<file path="config.mk">
export PLATFORM = sky130hd
export DESIGN_NAME = iqc_top
export DESIGN_NICKNAME = d
export VERILOG_FILES = /design/src/rtl/iqc_top.v
export VERILOG_INCLUDE_DIRS = /design/src /design/src/rtl
export SDC_FILE = /design/constraint.sdc
export NUM_CORES = 2
export LEC_CHECK = 0
export BUFFER_PORTS_ARGS = -buffer_cell sky130_fd_sc_hd__buf_2
export CORE_MARGIN = 5
export CORE_UTILIZATION = 30
export CTS_CLUSTER_SIZE = 14
export DETAILED_ROUTE_END_ITERATION = 8
export PLACE_DENSITY = 0.56
export SKIP_CTS_REPAIR_TIMING = 1
export SLEW_MARGIN = 20
export SYNTH_ARGS = -nofsm -noshare
export SYNTH_HDL_FRONTEND = slang
export SYNTH_SLANG_ARGS = --single-unit
export TNS_END_PERCENT = 30
</file>
<file path="constraint.sdc">
create_clock -name ref_clk_i -period 10.71 [get_ports ref_clk_i]
set_input_delay 1.071 -clock ref_clk_i [delete_from_list [all_inputs] [get_ports ref_clk_i]]
set_output_delay 1.071 -clock ref_clk_i [all_outputs]
set_load 0.02 [all_outputs]
</file>
<file path="src/rtl/iqc_map.vh">
// Register offsets, field positions, reset values and timing counts of the correction block.
`ifndef IQC_MAP_VH
`define IQC_MAP_VH
// Register byte offsets on the bus.
`define IQC_CTRL_OFS 8'h00
`define IQC_PIN_CFG_OFS 8'h04
`define IQC_ALARM_STAT_OFS 8'h08
`define IQC_ALARM_CLR_OFS 8'h0c
`define IQC_ALARM_EN_OFS 8'h10
`define IQC_GAIN_OFS 8'h14
`define IQC_PHASE_OFS 8'h18
`define IQC_OFFSET_OFS 8'h1c
`define IQC_LIVE_OFS 8'h20
// Control register fields.
`define IQC_CTRL_FIFO_EN 0
`define IQC_CTRL_QMC_EN 1
// Pin configuration fields.
`define IQC_PIN_ALARM_SEL 7
`define IQC_PIN_FOUR_WIRE 6
// Alarm status, clear and enable layout.
`define IQC_AL_TWO 0
`define IQC_AL_ONE 1
// Field positions of the second path inside the gain and offset words.
`define IQC_Q_LSB 16
// Reset values: unity gain, no phase, no offset.
`define IQC_GAIN_RST 11'h400
`define IQC_PHASE_RST 10'h000
`define IQC_OFFSET_RST 13'h0000
// Initial pointer spacing after a sync of the FIFO.
`define IQC_PTR_INIT 3'h4
// Converter sample rate as a division of the reference clock.
`define IQC_REF_MHZ 250
`define IQC_SAMPLE_MHZ 62
`define IQC_SAMPLE_DIV (`IQC_REF_MHZ / `IQC_SAMPLE_MHZ)
// Fixed point shifts for phase and gain.
`define IQC_PHASE_SHIFT 12
`define IQC_GAIN_SHIFT 10
`endif

</file>
<file path="src/rtl/iqc_top.v">
// Quadrature correction path with input FIFO, pointer alarms and an AHB-Lite register slave.
// Summary of operation
// Free-running pointers repeat or drop samples on crossing.
// Two-apart alarm when pointers within two addresses.
// One-apart alarm when pointers within one address.
// Both alarms recorded in a readable status register.
// Alarms raised unclocked, synchronised before any use. The code raises them in alarm_raw_ff, a register clocked by ref_clk_i.
// Alarm pin only with select set, four-wire clear.
// Correction applies gain, phase and offset parameters.
// Gains are 11-bit unsigned, range 0 to 2.
// Phase is 10-bit signed, range plus/minus 1/8.
// Offsets are 13-bit signed, -4096 to 4095.
// Offset added to each path before conversion.
// Gain applied ahead of the offset addition.
// FIFO used only in dual-input clock mode.
// Other modes bypass FIFO; alarms then suppressed.
// Phase adds scaled opposite path before gain.
// Result saturates to 14-bit converter range.
//
// The address map and register access over AHB-Lite were chosen for this implementation.
`timescale 1ns/1ns
`include "iqc_map.vh"
module iqc_top (
   // Clock and reset.
   input wire ref_clk_i,
   input wire rst_n_i,
   // AHB-Lite slave.
   input wire hsel_i,
   input wire [31:0] haddr_i,
   input wire [1:0] htrans_i,
   input wire hwrite_i,
   input wire [2:0] hsize_i,
   input wire [31:0] hwdata_i,
   input wire hready_i,
   output reg [31:0] hrdata_o,
   output reg hreadyout_o,
   output reg hresp_o,
   // Sample source, same clock domain.
   input wire [13:0] src_i_i,
   input wire [13:0] src_q_i,
   input wire src_valid_i,
   // Corrected samples to the converter cores.
   output wire [13:0] dac_i_o,
   output wire [13:0] dac_q_o,
   output reg dac_valid_o,
   // Shared alarm pin and interrupt.
   output reg alarm_pin_o,
   output reg alarm_pin_oe_o,
   output reg irq_o
);
   // Saturates a wide signed sum to the 14-bit converter range.
   function [13:0] iqc_sat;
      input [17:0] v;
      begin
         if (!v[17] && (v[16:13] != 4'h0)) begin
            iqc_sat = 14'h1fff;
         end else if (v[17] && (v[16:13] != 4'hf)) begin
            iqc_sat = 14'h2000;
         end else begin
            iqc_sat = v[13:0];
         end
      end
   endfunction

   reg fifo_en_ff; // Dual-input clock mode, FIFO in the path.
   reg qmc_en_ff; // Correction enabled; when low samples pass unchanged.
   reg alarm_sel_ff; // Routes the alarms to the shared pin.
   reg four_wire_ff; // Pin is used as serial output when set.
   reg [1:0] alarm_stat_ff; // Sticky alarm events.
   reg [1:0] alarm_en_ff; // Interrupt enables, same layout.
   reg [10:0] gain_i_ff; // I path gain.
   reg [10:0] gain_q_ff; // Q path gain.
   reg [9:0] phase_ff; // Phase correction.
   reg [12:0] offset_i_ff; // I path offset.
   reg [12:0] offset_q_ff; // Q path offset.

   // Bus address phase captured for the following data phase.
   reg wr_pend_ff;
   reg [7:0] wr_addr_ff;
   wire addr_phase;
   assign addr_phase = hsel_i && htrans_i[1] && hready_i;

   // Sample rate enable from the reference clock divider.
   reg [7:0] div_ff;
   reg sample_en_ff;

   // Input FIFO of I/Q pairs.
   reg [27:0] fifo_mem [0:7];
   reg [2:0] wr_ptr_ff;
   reg [2:0] rd_ptr_ff;
   wire [2:0] ptr_gap;
   reg [1:0] alarm_raw_ff; // Unclocked-in-spirit alarm levels.
   reg [1:0] alarm_s1_ff; // First synchroniser stage.
   reg [1:0] alarm_s2_ff; // Second synchroniser stage.

   // Corrector input selection.
   reg [13:0] in_i;
   reg [13:0] in_q;
   reg in_valid;
   reg v1_ff;
   reg v2_ff;

   // Clear pulse decoded from a bus write; the set still wins below.
   wire [1:0] clr_w;
   assign clr_w = (wr_pend_ff && wr_addr_ff == `IQC_ALARM_CLR_OFS) ? hwdata_i[1:0] : 2'h0;

   // Bus slave: zero wait states, always OKAY, registered read data.
   always @(posedge ref_clk_i or negedge rst_n_i) begin
      if (!rst_n_i) begin
         hrdata_o <= 32'h0;
         hreadyout_o <= 1'b1;
         hresp_o <= 1'b0;
         wr_pend_ff <= 1'b0;
         wr_addr_ff <= 8'h00;
      end else begin
         hreadyout_o <= 1'b1;
         hresp_o <= 1'b0;
         // Writes above the register window are dropped here, so they never reach a register.
         wr_pend_ff <= addr_phase && hwrite_i && (haddr_i[31:8] == 24'h0);
         wr_addr_ff <= haddr_i[7:0];
         if (addr_phase && !hwrite_i) begin
            // Unmapped words and upper address space read as zero.
            hrdata_o <= 32'h0;
            if (haddr_i[31:8] == 24'h0) begin
               case (haddr_i[7:0])
                  `IQC_CTRL_OFS: hrdata_o <= {30'h0, qmc_en_ff, fifo_en_ff};
                  `IQC_PIN_CFG_OFS: hrdata_o <= {24'h0, alarm_sel_ff, four_wire_ff, 6'h0};
                  `IQC_ALARM_STAT_OFS: hrdata_o <= {30'h0, alarm_stat_ff};
                  `IQC_ALARM_EN_OFS: hrdata_o <= {30'h0, alarm_en_ff};
                  `IQC_GAIN_OFS: hrdata_o <= {5'h0, gain_q_ff, 5'h0, gain_i_ff};
                  `IQC_PHASE_OFS: hrdata_o <= {22'h0, phase_ff};
                  `IQC_OFFSET_OFS: hrdata_o <= {3'h0, offset_q_ff, 3'h0, offset_i_ff};
                  `IQC_LIVE_OFS: hrdata_o <= {24'h0, ptr_gap, 3'h0, alarm_s2_ff};
                  default: hrdata_o <= 32'h0;
               endcase
            end
         end
      end
   end

   // Register writes in the data phase; the clear register holds no state.
   always @(posedge ref_clk_i or negedge rst_n_i) begin
      if (!rst_n_i) begin
         fifo_en_ff <= 1'b1;
         qmc_en_ff <= 1'b1;
         alarm_sel_ff <= 1'b0;
         four_wire_ff <= 1'b0;
         alarm_en_ff <= 2'h0;
         gain_i_ff <= `IQC_GAIN_RST;
         gain_q_ff <= `IQC_GAIN_RST;
         phase_ff <= `IQC_PHASE_RST;
         offset_i_ff <= `IQC_OFFSET_RST;
         offset_q_ff <= `IQC_OFFSET_RST;
      end else if (wr_pend_ff) begin
         case (wr_addr_ff)
            `IQC_CTRL_OFS: begin
               fifo_en_ff <= hwdata_i[`IQC_CTRL_FIFO_EN];
               qmc_en_ff <= hwdata_i[`IQC_CTRL_QMC_EN];
            end
            `IQC_PIN_CFG_OFS: begin
               alarm_sel_ff <= hwdata_i[`IQC_PIN_ALARM_SEL];
               four_wire_ff <= hwdata_i[`IQC_PIN_FOUR_WIRE];
            end
            `IQC_ALARM_EN_OFS: alarm_en_ff <= hwdata_i[1:0];
            `IQC_GAIN_OFS: begin
               gain_i_ff <= hwdata_i[10:0];
               gain_q_ff <= hwdata_i[`IQC_Q_LSB+10:`IQC_Q_LSB];
            end
            `IQC_PHASE_OFS: phase_ff <= hwdata_i[9:0];
            `IQC_OFFSET_OFS: begin
               offset_i_ff <= hwdata_i[12:0];
               offset_q_ff <= hwdata_i[`IQC_Q_LSB+12:`IQC_Q_LSB];
            end
            default: begin
            end
         endcase
      end
   end

   // Divider that makes the converter sample enable, one pulse per period.
   always @(posedge ref_clk_i or negedge rst_n_i) begin
      if (!rst_n_i) begin
         div_ff <= 8'h00;
         sample_en_ff <= 1'b0;
      end else if (div_ff == `IQC_SAMPLE_DIV - 1) begin
         div_ff <= 8'h00;
         sample_en_ff <= 1'b1;
      end else begin
         div_ff <= div_ff + 8'h01;
         sample_en_ff <= 1'b0;
      end
   end

   // FIFO pointers. They wrap freely and never block, so a source that runs fast or
   // slow against the read side overwrites or rereads entries, as the real part does.
   always @(posedge ref_clk_i or negedge rst_n_i) begin
      if (!rst_n_i) begin
         wr_ptr_ff <= `IQC_PTR_INIT;
         rd_ptr_ff <= 3'h0;
      end else if (!fifo_en_ff) begin
         // Bypass modes hold the pointers at their sync spacing.
         wr_ptr_ff <= `IQC_PTR_INIT;
         rd_ptr_ff <= 3'h0;
      end else begin
         if (src_valid_i) begin
            wr_ptr_ff <= wr_ptr_ff + 3'h1;
         end
         if (sample_en_ff) begin
            rd_ptr_ff <= rd_ptr_ff + 3'h1;
         end
      end
   end

   // Storage has no reset; after a sync the read pointer starts on entries 0 to 3, which no write has reached yet.
   always @(posedge ref_clk_i) begin
      if (fifo_en_ff && src_valid_i) begin
         fifo_mem[wr_ptr_ff] <= {src_q_i, src_i_i};
      end
   end

   assign ptr_gap = wr_ptr_ff - rd_ptr_ff;

   // Proximity alarms, then a two-stage synchroniser before anything reads them.
   always @(posedge ref_clk_i or negedge rst_n_i) begin
      if (!rst_n_i) begin
         alarm_raw_ff <= 2'h0;
         alarm_s1_ff <= 2'h0;
         alarm_s2_ff <= 2'h0;
      end else begin
         alarm_raw_ff[`IQC_AL_TWO] <= fifo_en_ff && (ptr_gap <= 3'h2 || ptr_gap >= 3'h6);
         alarm_raw_ff[`IQC_AL_ONE] <= fifo_en_ff && (ptr_gap <= 3'h1 || ptr_gap == 3'h7);
         alarm_s1_ff <= alarm_raw_ff;
         alarm_s2_ff <= alarm_s1_ff;
      end
   end

   // Sticky status with set winning over a clear in the same cycle, plus the interrupt.
   always @(posedge ref_clk_i or negedge rst_n_i) begin
      if (!rst_n_i) begin
         alarm_stat_ff <= 2'h0;
         irq_o <= 1'b0;
      end else begin
         alarm_stat_ff <= (alarm_stat_ff & ~clr_w) | alarm_s2_ff;
         irq_o <= |(((alarm_stat_ff & ~clr_w) | alarm_s2_ff) & alarm_en_ff);
      end
   end

   // Shared pin carries the alarm only when selected and not in four-wire mode.
   always @(posedge ref_clk_i or negedge rst_n_i) begin
      if (!rst_n_i) begin
         alarm_pin_o <= 1'b0;
         alarm_pin_oe_o <= 1'b0;
      end else begin
         alarm_pin_oe_o <= alarm_sel_ff && !four_wire_ff;
         alarm_pin_o <= alarm_sel_ff && !four_wire_ff && (|alarm_s2_ff);
      end
   end

   // Source of the corrector: FIFO output in dual-input mode, else the source directly.
   always @* begin
      if (fifo_en_ff) begin
         in_i = fifo_mem[rd_ptr_ff][13:0];
         in_q = fifo_mem[rd_ptr_ff][27:14];
         in_valid = sample_en_ff;
      end else begin
         in_i = src_i_i;
         in_q = src_q_i;
         in_valid = src_valid_i;
      end
   end

   // Valid strobe follows the three pipeline stages.
   always @(posedge ref_clk_i or negedge rst_n_i) begin
      if (!rst_n_i) begin
         v1_ff <= 1'b0;
         v2_ff <= 1'b0;
         dac_valid_o <= 1'b0;
      end else begin
         v1_ff <= in_valid;
         v2_ff <= v1_ff;
         dac_valid_o <= v2_ff;
      end
   end

   // Two identical correction lanes: phase, then gain, then offset with saturation.
   genvar g;
   generate
      for (g = 0; g < 2; g = g + 1) begin : lane
         wire signed [13:0] own;
         wire signed [13:0] other;
         wire [10:0] gain;
         wire signed [12:0] offset;
         wire signed [23:0] ph_prod;
         wire signed [31:0] g_prod;
         wire signed [17:0] sum;
         wire signed [14:0] ph_term; // Rounded phase term, sign extended to the stage width.
         reg signed [14:0] ph_ff; // After phase stage.
         reg signed [16:0] gn_ff; // After gain stage.
         reg [13:0] out_ff; // Converter word.
         assign own = (g == 0) ? in_i : in_q;
         assign other = (g == 0) ? in_q : in_i;
         assign gain = (g == 0) ? gain_i_ff : gain_q_ff;
         assign offset = (g == 0) ? offset_i_ff : offset_q_ff;
         assign ph_prod = other * $signed(phase_ff);
         // Part-selects are unsigned, so the sign is copied by hand; the bit below the cut rounds half up.
         assign ph_term = {{3{ph_prod[23]}}, ph_prod[23:`IQC_PHASE_SHIFT]} + {14'h0, ph_prod[`IQC_PHASE_SHIFT-1]};
         assign g_prod = ph_ff * $signed({1'b0, gain});
         // Fits easily: 17 bits plus 13 bits signed into 18 bits.
         assign sum = {gn_ff[16], gn_ff} + {{5{offset[12]}}, offset};
         // Stage registers: phase, gain, then offset, in the order that keeps headroom.
         // Each stage loads only with its own valid, so the lanes hold between samples and a
         // register write between two samples cannot disturb the word already at the converter.
         always @(posedge ref_clk_i or negedge rst_n_i) begin
            if (!rst_n_i) begin
               ph_ff <= 15'h0000;
               gn_ff <= 17'h00000;
               out_ff <= 14'h0000;
            end else begin
               if (in_valid) begin
                  if (!qmc_en_ff) begin
                     ph_ff <= {own[13], own};
                  end else begin
                     ph_ff <= {own[13], own} + ph_term;
                  end
               end
               if (v1_ff) begin
                  if (!qmc_en_ff) begin
                     gn_ff <= {{2{ph_ff[14]}}, ph_ff};
                  end else begin
                     gn_ff <= g_prod[`IQC_GAIN_SHIFT+16:`IQC_GAIN_SHIFT];
                  end
               end
               if (v2_ff) begin
                  if (!qmc_en_ff) begin
                     out_ff <= iqc_sat({gn_ff[16], gn_ff});
                  end else begin
                     out_ff <= iqc_sat(sum);
                  end
               end
            end
         end
      end
   endgenerate

   assign dac_i_o = lane[0].out_ff;
   assign dac_q_o = lane[1].out_ff;

endmodule // iqc_top

</file>
# ---- Yosys cells after proc, flatten, opt, wreduce, memory -nomap -nowiden
# Memory sizes are Yosys's and may differ from the RTL's.
# Cells that the tools add are included.
dict set report word_totals {
  reg_bits 226
  latchBits 0
  n_memories 1
  ramBits 224
  inputBits 103
  romBits 0
  word_cells 146
}
dict set report op_classes {
  n_reduce_logical 42
  n_eq_ne 21
  n_shift 0
  div 0
  magnitude_cmp 3
  n_addsub 10
  n_mux 28
  n_bitwise 4
  mul 4
}
# name words width rd rd_clocked_by_memory_dff wr line
set mem_list {}
lappend mem_list {fifo_mem 8 28 1 0 1 iqc_top.v:88} ;# reg [27:0] fifo_mem [0:7];
# op count
set op_table {}
lappend op_table {{$pmux 29 s8} 1}
lappend op_table {{$mux 14} 12}
lappend op_table {{$eq 8x5->1 const B} 8}
lappend op_table {{$mul 15x12->27} 2}
lappend op_table {{$mul 14x10->24} 2}
lappend op_table {{$add 17x13->18} 2}
lappend op_table {{$mux 17} 2}
lappend op_table {{$mux 32} 1}
lappend op_table {{$add 14x13->15} 2}
lappend op_table {{$mux 15} 2}
lappend op_table {{$add 12x2->13} 2}
lappend op_table {{$logic_not 24->1} 1}
lappend op_table {{$logic_and 1x1->1} 19}
lappend op_table {{$eq 8x3->1 const B} 2}
lappend op_table {{$eq 8x4->1 const B} 2}
lappend op_table {{$logic_not 8->1} 2}
lappend op_table {{$ne 4x4->1 const B} 4}
lappend op_table {{$reduce_bool 4->1} 4}
lappend op_table {{$mux 3} 4}
lappend op_table {{$reduce_and 2->1} 6}
lappend op_table {{$add 8x1->8 const B} 1}
lappend op_table {{$eq 8x2->1 const B} 1}
lappend op_table {{$eq 8x6->1 const B} 1}
lappend op_table {{$mux 8} 1}
lappend op_table {{other kinds (16)} 28}

# ---- Depth between registers and ports, before layout
dict set report logic_depth {
  word_depth 8
  mapped_depth 42
  depth_no_buf 37
}

# ---- Worst setup path after synthesis
# Ideal clock, no wire load.
dict set report synth_timing {
  path_kind {register -> register}
  start {register rd_ptr_ff[0]}
  end {register lane[1].ph_ff[12]}
  setup_time_ns 0.132
  path_slack_ns 1.053
  path_stages_with_launch 43
  t_arrival_ns 9.525
  required_ns 10.578
  period_less_slack_ns 9.657
  cell_sequence {dfrtp_1 -> buf_6 -> buf_6 -> buf_2 -> buf_1 -> mux4_2 -> mux2i_1 -> a21oi_1 -> clkbuf_1 -> nand2_1 -> fa_1 -> inv_1 -> fa_1 -> inv_1 -> fa_1 -> inv_1 -> fa_1 -> inv_1 -> (+7 left out) -> nor2_1 -> a21oi_1 -> xor2_1 -> fa_1 -> inv_1 -> fa_1 -> a21o_1 -> a21oi_1 -> o21ai_0 -> a21oi_1 -> o21bai_1 -> a21oi_1 -> o21bai_1 -> a2111oi_0 -> o21ai_1 -> a21oi_1 -> xnor2_1 -> o21ai_1}
}
dict set report synth_via {
  elab_chain_cells 6
  elab_cells_between_ends 7
  classes_between {add/sub (2); mul (1); mux (3); memory (1)}
}
# item line
set synth_rtl {}
lappend synth_rtl {{start, declared} iqc_top.v:90} ;# reg [2:0] rd_ptr_ff;
lappend synth_rtl {{start signal, assigned} iqc_top.v:209} ;# rd_ptr_ff <= rd_ptr_ff + 3'h1;
lappend synth_rtl {{$mem_v2 8x28 (*)} n/a}
lappend synth_rtl {{$mux 14} iqc_top.v:261} ;# if (fifo_en_ff) begin
lappend synth_rtl {{$mul 14x10->24} iqc_top.v:304} ;# assign ph_prod = other * $signed(phase_ff);
lappend synth_rtl {{$add 12x2->13} iqc_top.v:306} ;# assign ph_term = {{3{ph_prod[23]}}, ph_prod[23:`IQC_PHASE_SHIFT]} + {14'h0, ph_prod[`IQC_PHASE_SHIFT-1]};
lappend synth_rtl {{$add 14x13->15} iqc_top.v:323} ;# ph_ff <= {own[13], own} + ph_term;
lappend synth_rtl {{$mux 15 (*)} iqc_top.v:320} ;# if (!qmc_en_ff) begin
lappend synth_rtl {{end signal, assigned} iqc_top.v:321} ;# ph_ff <= {own[13], own};
lappend synth_rtl {{end signal, assigned} iqc_top.v:323}
lappend synth_rtl {{end, declared} iqc_top.v:297} ;# reg signed [14:0] ph_ff;
# Every way passes the cells marked *; elsewhere a longest branch is shown, timed or not.
# A chain may end at the register's enable or synchronous reset.

# ---- Worst setup path in the final report
# Ends and elaborated chain as after synthesis.

==> summary.log <==
qor: clock_network.root_buffer_master clkbuf_16
qor: worst_setup_path.ff_to_ff_path_depth 36
qor: yosys.synth_sequential_area_ratio 28.7%
qor: floorplan.pin_count 169
qor: clock_network.clockBufferDepth 3
qor: hold_path.min-delay-path-class reg -> reg
qor: cells_and_area.final_area 47500 µm²
qor: global_routing.grt_max_degree 113
qor: yosys.synth_cells 4139
qor: yosys.asyncSetResetFlopFracSynth 49.5%
qor: clock_network.cts.clk_slew.worst_paths 0.06 ns
qor: placement.place_area 45800 µm²
qor: worst_setup_path.startpoint_type_of_the_worst_setup_path register
qor: sta.fmaxAchievable 101 MHz
qor: routing.ant_nets 0
qor: worst_setup_path.critPathSlowestCell dfrtp_4
qor: yosys.syn-cell-area 42700 µm²
qor: cells_and_area.area_grow_syn2layout 11.2%
qor: hold_path.holdPathEnd alarm_s1_ff[0]
qor: clock_network.clock-sinks 444
qor: cells_and_area.drive_gt1_share 11.5%
qor: sta.setup_viol 0
qor: clock_network.clk_latency 0.63 ns
qor: sta.layout_setup_ws 0.811 ns
qor: sta.hold_viol 0
qor: hold_path.timing.hold.worst.start alarm_raw_ff[0]
qor: global_routing.via_count_of_the_first_global_routing_pass 30800
qor: yosys.ys_ff_latch 444
qor: clock_network.clock_tree_from_tritoncts done
qor: floorplan.core-area 142000 µm²
qor: yosys.synth_edf_count 224
qor: global_routing.grt_use_total 15.0%
qor: worst_setup_path.cp_slowest_stage_delay 0.74 ns
qor: clock_network.clock_tree.htree_level_count 2
qor: yosys.ys_dominant_reg_cell edfxtp_1
qor: placement.place_congestion 0.817
qor: run.drv_cap 0
qor: cells_and_area.nNetsFinal 5168
qor: placement.place.port_buffers 150
qor: routing.drc 0
qor: sta.worst_clock_skew 0.0205 ns
qor: worst_setup_path.worstSetupEndpointType register
qor: global_routing.globalRouteOverflowTotal 0
qor: sta.timing.hold.ws 0.346 ns
qor: sta.timing.setup.tns 0 ns
qor: sta.rsz_0062_raised_after_global_routing false
qor: floorplan.die-height 387 µm
qor: floorplan.die_width 387 µm
qor: worst_setup_path.cp_data_required_time 11.21 ns
qor: floorplan.row_count 138
qor: clock_network.cts-buffers-inserted 51
qor: worst_setup_path.reg_to_reg_slack_setup 0.81 ns
qor: worst_setup_path.r2r_end lane[1].ph_ff[12]
qor: routing.postRouteWirelength 111000 µm
qor: worst_setup_path.crit_fanout 25
qor: sta.transition_time_of_the_tightest_slew_check_pin 1.19 ns
qor: placement.dp.final_hpwl 84400 µm
qor: routing.firstDrtPassIters 5
qor: worst_setup_path.worst_ep_arrival_time 10.39 ns
qor: routing.vias_per_cell 4.67
qor: yosys.ys_warn_count 0
qor: routing.wl_per_cell 17.9 µm
qor: global_routing.grt_first_pass_wirelength 179000 µm
qor: sta.finalWorstPathRequiredPeriod 9.90 ns
qor: placement.dp_worst_setup_slack 0.786 ns
qor: outcome.status completed
qor: worst_setup_path.crit-reg2reg-launch rd_ptr_ff[0]
qor: worst_setup_path.kind_of_critical_path reg -> reg
qor: floorplan.floorplan.initialDensity 30.2%
qor: sta.min_period_over_period 92.4%
qor: worst_setup_path.worst_path_most_repeated_cell fa_1
qor: hold_path.min_path_cells 0
qor: global_routing.number_of_antenna_violations_at_the_first_check_in_global_routing 14
qor: routing.detailroute.via_count 28800
qor: floorplan.fp.dieArea 150000 µm²
qor: routing.detail_route.iter0.violations 1620
qor: yosys.netlist-cell-type-count 82
qor: sta.timing.slew.headroom 19.6%
qor: sta.maxSlewViolCount 0
qor: yosys.avgSynthCellArea 10.3 µm²
## flip-flops by register name, summed over array words and instances, names as in the netlist, 10 cells and up
register and count:
dac_i_o 14, dac_q_o 14, fifo_mem 224, gain_i_ff 11
gain_q_ff 11, hrdata_o 26, lane.gn_ff 34, lane.offset 26
lane.ph_ff 30, phase_ff 10
## routing by layer
layer	track usage (%)	part of all wire, %	vias to the layer above
li1	-	-	13400
met2	25.3	48	529
met1	20.1	45	14700
met3	2.47	5.5	108
met5	0	0.024	-
met4	3.48	2.2	4
## worst max-delay path by stage
stage,start,to,slack (ns)
after global placement,src_i_i[4],lane[1].ph_ff[12],0.87
after global routing,rd_ptr_ff[0],lane[0].ph_ff[14],0.009
after detailed placement,src_i_i[4],lane[1].ph_ff[12],0.79
after CTS,rd_ptr_ff[0],lane[1].ph_ff[12],0.81
after floorplan,rd_ptr_ff[0],lane[1].ph_ff[12],1.05
final,rd_ptr_ff[0],lane[1].ph_ff[12],0.81
## placed cells by master (no fill, tap or decap), types with 13 or more instances in the layout
cell type,synthesis,layout
fa_1,553,553
edfxtp_1,224,224
nor2b_1,44,44
buf_4,9,73
a22oi_1,13,13
xor2_1,45,45
and2_1,257,257
and3_1,15,15
mux2_2,72,72
mux4_2,50,50
dfrtp_1,215,210
nor2_1,180,176
inv_1,754,754
nand3_1,25,25
mux2i_1,90,89
buf_2,4,149
a31o_2,13,13
nand2b_1,18,17
ha_1,284,284
xnor2_1,91,91
clkbuf_16,0,51
a21oi_1,168,168
o21ai_0,113,113
nor3_1,26,22
nand2_1,452,452
nor4_1,14,14
a21o_1,33,33
## kinds of logic after synthesis
group	Yosys count	share of synthesized area (%)
other	2	0.0176
AND/OR/NAND/NOR	1078	12.0
multiplexers	212	6.65
AO/OA/AOI/OAI	478	7.10
buffers and inverters	952	8.50
adder cells (fa/ha/maj)	837	34.3
flip-flops	444	28.7
XOR/XNOR	136	2.79
## layout make-up
type / count / area, µm²
fillers: 14400 / 94100
multi-input cells: 2749 / 26900
flip-flops and latches: 444 / 12200
inverters: 755 / 2830
well taps: 1890 / 2360
repair buffers: 227 / 1400
clock buffers: 66 / 1360
clock inverters: 26 / 297
diodes: 9 / 22.5
## stage by stage
stage | cells | util, %
2_1_floorplan | 4145 | -
3_3_place_gp | 6061 | 32.3
3_5_place_dp | 6065 | 32.3
4_1_cts | 6157 | 33.5
5_1_grt | 6158 | 33.5
6_report | 6166 | 33.5
## critical path, delay by kind of cell (launching register included)
family                     cells  cell delay (ns)
AOI/OAI and AO/OA             17             3.68
xor gates and xnor gates       2             0.59
adders and majority gates      8             3.40
buffers and inverters          6             0.89
DFF                            1             0.74
muxes                          1             0.24
and+or+nand+nor                2             0.20
## synthesized netlist by cell type, drive strengths merged (13+ instances only)
master	count	share of area, %
edfxtp	224	16
buf	34	0.42
xnor2	91	1.9
clkbuf	163	1.4
mux2	72	1.9
nor2	180	1.6
inv	755	6.6
mux4	50	2.6
nand2	452	4.0
a221oi	13	0.31
a31o	13	0.27
a22oi	13	0.23
nand2b	18	0.26
nand3	25	0.29
a21oi	170	2.0
nor4	14	0.21
and2	257	3.8
ha	284	8.3
dfrtp	215	13
nor2b	44	0.64
fa	553	26
nor3	26	0.30
xor2	45	0.92
a21o	33	0.58
mux2i	90	2.1
and3	15	0.22
o21ai	123	1.4
Power is left out: the tool's default activity adds up to more than one toggle a clock period on the data nets, which glitch-free logic cannot reach.
